`src/core/dpm_pkg.sv`:
```
// Purpose: shared constants and types for the code point priority map
// Assumes: APB with 32-bit data, registers in the low 16 bits of each word
// Notes: printed offsets are register indices; byte address is index * 4

package dpm_pkg;

  // ----------------------------------------------------------------
  // widths
  // ----------------------------------------------------------------
  localparam int unsigned DPM_ADDR_W = 12;
  localparam int unsigned DPM_DATA_W = 32;
  localparam int unsigned DPM_REG_N = 8;
  localparam int unsigned DPM_REG_W = 16;
  localparam int unsigned DPM_PRIO_W = 2;
  localparam int unsigned DPM_CP_N = 64;
  localparam int unsigned DPM_CP_W = 6;
  localparam int unsigned DPM_TOS_W = 8;
  localparam int unsigned DPM_MAP_W = DPM_REG_N * DPM_REG_W;

  // ----------------------------------------------------------------
  // register indices (byte address = index * 4)
  // ----------------------------------------------------------------
  localparam logic [11:0] DPM_MAP0_IDX = 12'h016;
  localparam logic [11:0] DPM_MAP1_IDX = 12'h018;
  localparam logic [11:0] DPM_MAP2_IDX = 12'h01A;
  localparam logic [11:0] DPM_MAP3_IDX = 12'h01C;
  localparam logic [11:0] DPM_MAP4_IDX = 12'h01E;
  localparam logic [11:0] DPM_MAP5_IDX = 12'h020;
  localparam logic [11:0] DPM_MAP6_IDX = 12'h022;
  localparam logic [11:0] DPM_MAP7_IDX = 12'h024;
  localparam logic [7:0][11:0] DPM_MAP_IDX = {
    DPM_MAP7_IDX, DPM_MAP6_IDX, DPM_MAP5_IDX, DPM_MAP4_IDX,
    DPM_MAP3_IDX, DPM_MAP2_IDX, DPM_MAP1_IDX, DPM_MAP0_IDX};

  // ----------------------------------------------------------------
  // reset values and field positions
  // ----------------------------------------------------------------
  localparam logic [15:0] DPM_MAP_RST = 16'h0000;
  localparam logic [1:0] DPM_PRIO_RST = 2'h0;
  localparam int unsigned DPM_TOS_CP_LSB = 2;
  localparam int unsigned DPM_TOS_CP_MSB = 7;

  typedef logic [DPM_MAP_W-1:0] dpm_map_t;
  typedef logic [DPM_PRIO_W-1:0] dpm_prio_t;

endpackage

```
`src/core/dpm_lookup_if.sv`:
```
// Purpose: carries the priority table and one frame key to the lookup
// Assumes: both ends on pclk
// Notes: purely combinational path

`timescale 1ns/100ps

interface dpm_lookup_if;
  dpm_pkg::dpm_map_t map_bits;
  logic is_ip;
  logic [7:0] type_of_service_byte;
  logic hit;
  dpm_pkg::dpm_prio_t prio;

  modport owner (output map_bits, output is_ip, output type_of_service_byte, input hit, input prio);
  modport engine (input map_bits, input is_ip, input type_of_service_byte, output hit, output prio);
endinterface

```
`src/core/dpm_lookup.sv`:
```
// Purpose: selects the 2-bit priority entry for one frame's code point
// Assumes: entry k sits at map bits [2k+1:2k]
// Notes: non-IP frames give no hit and priority zero

`timescale 1ns/100ps

module dpm_lookup (
  dpm_lookup_if.engine lk // table and key in, result out
);

  logic [5:0] key;
  logic [6:0] base;

  // ----------------------------------------------------------------
  // key and entry select
  // ----------------------------------------------------------------
  assign key = lk.type_of_service_byte[dpm_pkg::DPM_TOS_CP_MSB:dpm_pkg::DPM_TOS_CP_LSB];
  assign base = {key, 1'b0};
  assign lk.hit = lk.is_ip;
  assign lk.prio = lk.is_ip ? lk.map_bits[base +: 2] : dpm_pkg::DPM_PRIO_RST;

endmodule

```
`src/core/dpm_map.sv`:
```
// Purpose: programmable code point to frame priority map with APB access
// Assumes: APB slave on pclk, frame key inputs from logic on pclk
// Notes: zero wait states; unmapped addresses answer with pslverr

`timescale 1ns/100ps

module dpm_map (
  input wire logic pclk, // system clock, 50 MHz
  input wire logic presetn, // asynchronous reset, active low
  input wire logic psel, // apb select
  input wire logic penable, // apb access phase
  input wire logic pwrite, // apb direction, high for write
  input wire logic [11:0] paddr, // apb byte address
  input wire logic [31:0] pwdata, // apb write data
  input wire logic [3:0] pstrb, // apb write byte strobes
  output logic [31:0] prdata, // apb read data
  output logic pready, // apb ready, always high
  output logic pslverr, // apb error on unmapped address
  input wire logic frm_valid, // frame key present this cycle
  input wire logic frm_ipv4, // frame carries an ipv4 header
  input wire logic frm_ipv6, // frame carries an ipv6 header
  input wire logic [7:0] frm_tos, // type_of_service_byte or traffic class
  output logic cls_valid, // classification result valid
  output logic cls_hit, // priority taken from this table
  output logic [1:0] cls_prio // frame priority
);

  // ----------------------------------------------------------------
  // state
  // ----------------------------------------------------------------
  typedef struct packed {
    logic [7:0][15:0] map;
    logic [31:0] rdata;
    logic cls_valid;
    logic cls_hit;
    logic [1:0] cls_prio;
  } dpm_state_s;

  dpm_state_s q;
  dpm_state_s d;

  logic [7:0] reg_hit;
  logic addr_ok;
  logic wr_en;
  logic rd_setup;
  logic [15:0] rd_word;

  dpm_lookup_if lk ();

  // ----------------------------------------------------------------
  // address decode
  // ----------------------------------------------------------------
  genvar r;
  generate
    for (r = 0; r < 8; r++) begin : g_dec
      assign reg_hit[r] = (paddr == {dpm_pkg::DPM_MAP_IDX[r][9:0], 2'b00});
    end
  endgenerate

  assign addr_ok = |reg_hit;
  assign wr_en = psel & penable & pwrite & addr_ok;
  assign rd_setup = psel & ~penable & ~pwrite;

  always_comb begin
    rd_word = 16'h0000;
    for (int i = 0; i < 8; i++) begin
      if (reg_hit[i]) begin
        rd_word = rd_word | q.map[i];
      end
    end
  end

  // ----------------------------------------------------------------
  // lookup
  // ----------------------------------------------------------------
  assign lk.map_bits = q.map;
  assign lk.is_ip = frm_ipv4 | frm_ipv6;
  assign lk.type_of_service_byte = frm_tos;

  dpm_lookup u_lookup (
    .lk (lk.engine)
  );

  // ----------------------------------------------------------------
  // next state
  // ----------------------------------------------------------------
  always_comb begin
    d = q;
    if (wr_en) begin
      for (int i = 0; i < 8; i++) begin
        if (reg_hit[i]) begin
          if (pstrb[0]) begin
            d.map[i][7:0] = pwdata[7:0];
          end
          if (pstrb[1]) begin
            d.map[i][15:8] = pwdata[15:8];
          end
        end
      end
    end
    if (rd_setup) begin
      d.rdata = {16'h0000, rd_word};
    end
    d.cls_valid = frm_valid;
    d.cls_hit = frm_valid & lk.hit;
    d.cls_prio = (frm_valid & lk.hit) ? lk.prio : dpm_pkg::DPM_PRIO_RST;
  end

  always_ff @(posedge pclk or negedge presetn) begin
    if (!presetn) begin
      q.map <= {8{dpm_pkg::DPM_MAP_RST}};
      q.rdata <= 32'h00000000;
      q.cls_valid <= 1'b0;
      q.cls_hit <= 1'b0;
      q.cls_prio <= dpm_pkg::DPM_PRIO_RST;
    end else begin
      q <= d;
    end
  end

  // ----------------------------------------------------------------
  // outputs
  // ----------------------------------------------------------------
  assign prdata = q.rdata;
  assign pready = 1'b1;
  assign pslverr = psel & penable & ~addr_ok;
  assign cls_valid = q.cls_valid;
  assign cls_hit = q.cls_hit;
  assign cls_prio = q.cls_prio;

endmodule

```
`config.mk`:
```
export PLATFORM = sky130hd
export DESIGN_NAME = dpm_map
export DESIGN_NICKNAME = d
export VERILOG_FILES = /design/src/core/dpm_pkg.sv /design/src/core/dpm_lookup_if.sv /design/src/core/dpm_lookup.sv /design/src/core/dpm_map.sv
export SDC_FILE = /design/constraint.sdc
export NUM_CORES = 1
export LEC_CHECK = 0
export BUFFER_PORTS_ARGS = -buffer_cell sky130_fd_sc_hd__buf_2
export CAP_MARGIN = 20
export CORE_ASPECT_RATIO = 0.6
export CORE_MARGIN = 3
export CORE_UTILIZATION = 50
export DETAILED_ROUTE_END_ITERATION = 12
export GPL_TIMING_DRIVEN = 0
export PLACE_DENSITY = 0.68
export SETUP_SLACK_MARGIN = 0.4
export SKIP_LAST_GASP = 1
export SYNTH_ARGS = -nofsm -noshare
export SYNTH_HDL_FRONTEND = slang
export SYNTH_SLANG_ARGS = --single-unit
export TNS_END_PERCENT = 10
```
`constraint.sdc`:
```
create_clock -name pclk -period 4 [get_ports pclk]
set_input_delay 0.4 -clock pclk [delete_from_list [all_inputs] [get_ports pclk]]
set_output_delay 0.4 -clock pclk [all_outputs]
set_load 0.05 [all_outputs]
```
==> impl_metrics.csv <==
group,metric,value,unit
status,status,"completed",
timing,clock_skew,12.6,ps
routing,wl,24000,µm
timing,slew_viol_final,0,
layout,fillers,1240,
cts,cts_buffers,17,
routing,dr_wl_met2,10100,µm
logic_synthesis,synth.distinct_cells,44,
die,chipHeight,104,µm
pwr,leakage,0.00449,µW
routing,drt-initial-drc-count,606,
global_route,grt_first_pass_wirelength,36500,µm
logic_synthesis,avgSynthCellArea,12.4,µm²
routing,drc_errors,0,
logic_synthesis,synth_area_leaders,"dfrtp_1 (46%), mux4_2 (9.3%), mux2_1 (9.0%)",
logic_synthesis,yosysTopAreaCell,"dfrtp_1",
global_route,grt_util_all_layers,27.8,%
timing,finalHoldViolations,0,
global_route,grt_pass1_vias,6103,
timing,fmax,0.326,GHz
timing,fin_crit_sh,76.8,%
worst_setup_path,end_kind,"register",
layout,area_growth_syn_to_layout,16.4,%
die,num_rows,35,
timing,tightest_slew,1070,ps
cts,clock_path_buffers,2,
placement,hpwl,17400,µm
routing,avgRoutedWirePerCell,24.8,µm
die,start_util,51.7,%
layout,nets,816,
timing,grt_setup_unrepaired,"false",
routing,wl_met3,2820,µm
logic_synthesis,synth_edf_count,0,
job,maxCapViolCount,0,
logic_synthesis,synthFlopType,"dfrtp_1",
logic_synthesis,seq_area_frac_synth,46.3,%
pwr,ir_worst_vdd,285,µV
global_route,grt_overflow,0,
global_route,antenna_found_initial,0,
placement,portBuffers,62,
routing,wl_met1,10600,µm
placement,place.gp.congestion,0.963,
worst_setup_path,worst_ep_arrival_time,3350,ps
layout,stdcell_count,968,
global_route,grt_max_degree,95,
cts,cts_tree,"done",
timing,setup_viol,0,
layout,antenna_cells,0,
worst_setup_path,required,4270,ps
cts,clock_sinks,148,
logic_synthesis,synthCells,647,
timing,min_period,3070,ps
worst_setup_path,critPathKind,"input pin to register",
logic_synthesis,yosys_warnings,0,
logic_synthesis,yosys_register_bits,148,
cts,cts_resized,0,
timing,relSlewSlack,27.7,%
routing,firstDrtPassIters,5,
cts,clkTransAtPathRegs,60,ps
cts,root_buffer,"clkbuf_16",
routing,vias,6025,
logic_synthesis,ys_async_sr_fraction,100,%
die,core,0.0155,mm²
logic_synthesis,synth_area,0.00801,mm²
cts,h-tree-depth,4,
pwr,power_density,388,mW/mm²
worst_setup_path,crit_path_start_kind,"input pin",
layout,drive_gt1_share,29.2,%
cts,clk_latency,430,ps
logic_synthesis,synth_top_area_share,46.3,%
placement,placed_cells,935,
hold_path,hold_class,"input pin to register",
routing,viasPerCell,6.22,
die,die_w,169,µm
die,io-pin-count,102,
routing,highest_layer,"met4",
worst_setup_path,crit_path_max_fanout,10,
die,dieArea,0.0176,mm²
routing,ant_nets,0,
timing,fin_setup_tns,0,ps
final cells by class:
cell class	instances	area, µm²	share of cell area [%]
buffer	60	344	3.69
clock buffer	21	480	5.16
clock inverter	11	139	1.49
inverter	19	71.3	0.765
multi-input combinational	435	3950	42.3
sequential	148	3700	39.7
tap	203	254	2.73
timing repair buffer	71	383	4.11
metrics by stage:
stage	hold WS [ps]	setup slack [ps]	instance area [µm²]	power, µW	utilization [%]
final	110	929	9320	3610	60.1
after CTS	103	1060	9320	3620	60.1
after global placement	488	200	8630	1950	55.7
after detailed placement	398	635	8690	1960	56.1
after floorplan	104	1750	8060	1810	-
after global routing	106	815	9320	3710	60.1
cells in the final DEF, fill, tap and decap left out, types with 8 or more instances in the layout:
master,instances
mux2i_1,39
a2111oi_0,16
buf_2,71
a21oi_1,37
inv_1,19
nor2_1,36
clkbuf_16,17
clkbuf_1,22
nor2b_1,8
mux4_2,33
conb_1,17
buf_4,17
mux2_4,32
mux2_1,64
nand3_1,35
mux2_2,20
dfrtp_1,148
buf_1,12
o21ai_1,16
nand2_1,21
o22ai_1,16
worst max-delay path, cell delays in order:
cell	delay, ps
buf_2	110
clkbuf_1	600
buf_1	870
mux2i_1	290
o22ai_1	150
a2111oi_0	560
buf_1	260
a21oi_1	120
synthesized netlist by cell type, types with 2 or more instances:
library cell,count
a2111oi_0,16
a21oi_1,37
buf_1,7
buf_2,8
buf_4,17
buf_6,6
clkbuf_1,22
conb_1,2
dfrtp_1,148
inv_1,19
mux2_1,64
mux2_2,20
mux2_4,32
mux2i_1,39
mux4_2,33
nand2_1,21
nand3_1,35
nand3b_1,2
nand4_1,3
nand4b_1,2
nor2_1,36
nor2_4,4
nor2b_1,8
nor3_1,5
nor3_4,4
nor3b_1,2
o211ai_1,2
o21ai_1,16
o22ai_1,16
o311ai_0,2
or3_1,6
path summary, 6_finish.rpt:
check,slack (ps),start,endpoint,depth (start not counted)
setup / recovery,930,paddr[3],prdata[10],8
hold / removal,110,frm_valid,cls_valid,1
setup reg to reg,1480,lk.map_bits[67],cls_prio[1],4
hold reg to reg,520,lk.map_bits[102],lk.map_bits[102],1
max in group asynchronous,2620,presetn,lk.map_bits[67],3
min in group asynchronous,510,presetn,lk.map_bits[90],2
kinds of logic (layout without fill, tap and decap cells):
kind of cell | after synthesis | count (layout) | share of synthesized area [%]
muxes | 188 | 188 | 32.0
DFF | 148 | 148 | 46.2
and+or+nand+nor | 136 | 136 | 9.27
AOI/OAI and AO/OA | 94 | 94 | 7.23
buffers and inverters | 79 | 182 | 5.19
other | 2 | 17 | 0.0938
timing repair:
action                    CTS  global route
hold endpoints to repair   54             0
buffers inserted            0             0
hold buffers                1             0
registers in the layout (all words and copies together) (netlist names):
name         flops
cls_hit          1
cls_prio         2
prdata          16
lk.map_bits    128
cls_valid        1
layer usage:
layer	vias to the layer above	global-route usage [%]
li1	2579	-
met1	3035	40.7
met2	360	39.6
met3	51	9.53
met4	0	7.76
met5	-	0
report_power, final:
| part | switching, µW | internal, µW |
|---|---|---|
| registers | 13.9 | 1520 |
| clock network | 676 | 1000 |
| logic | 300 | 99.6 |
(Power assumes the default switching activity.)
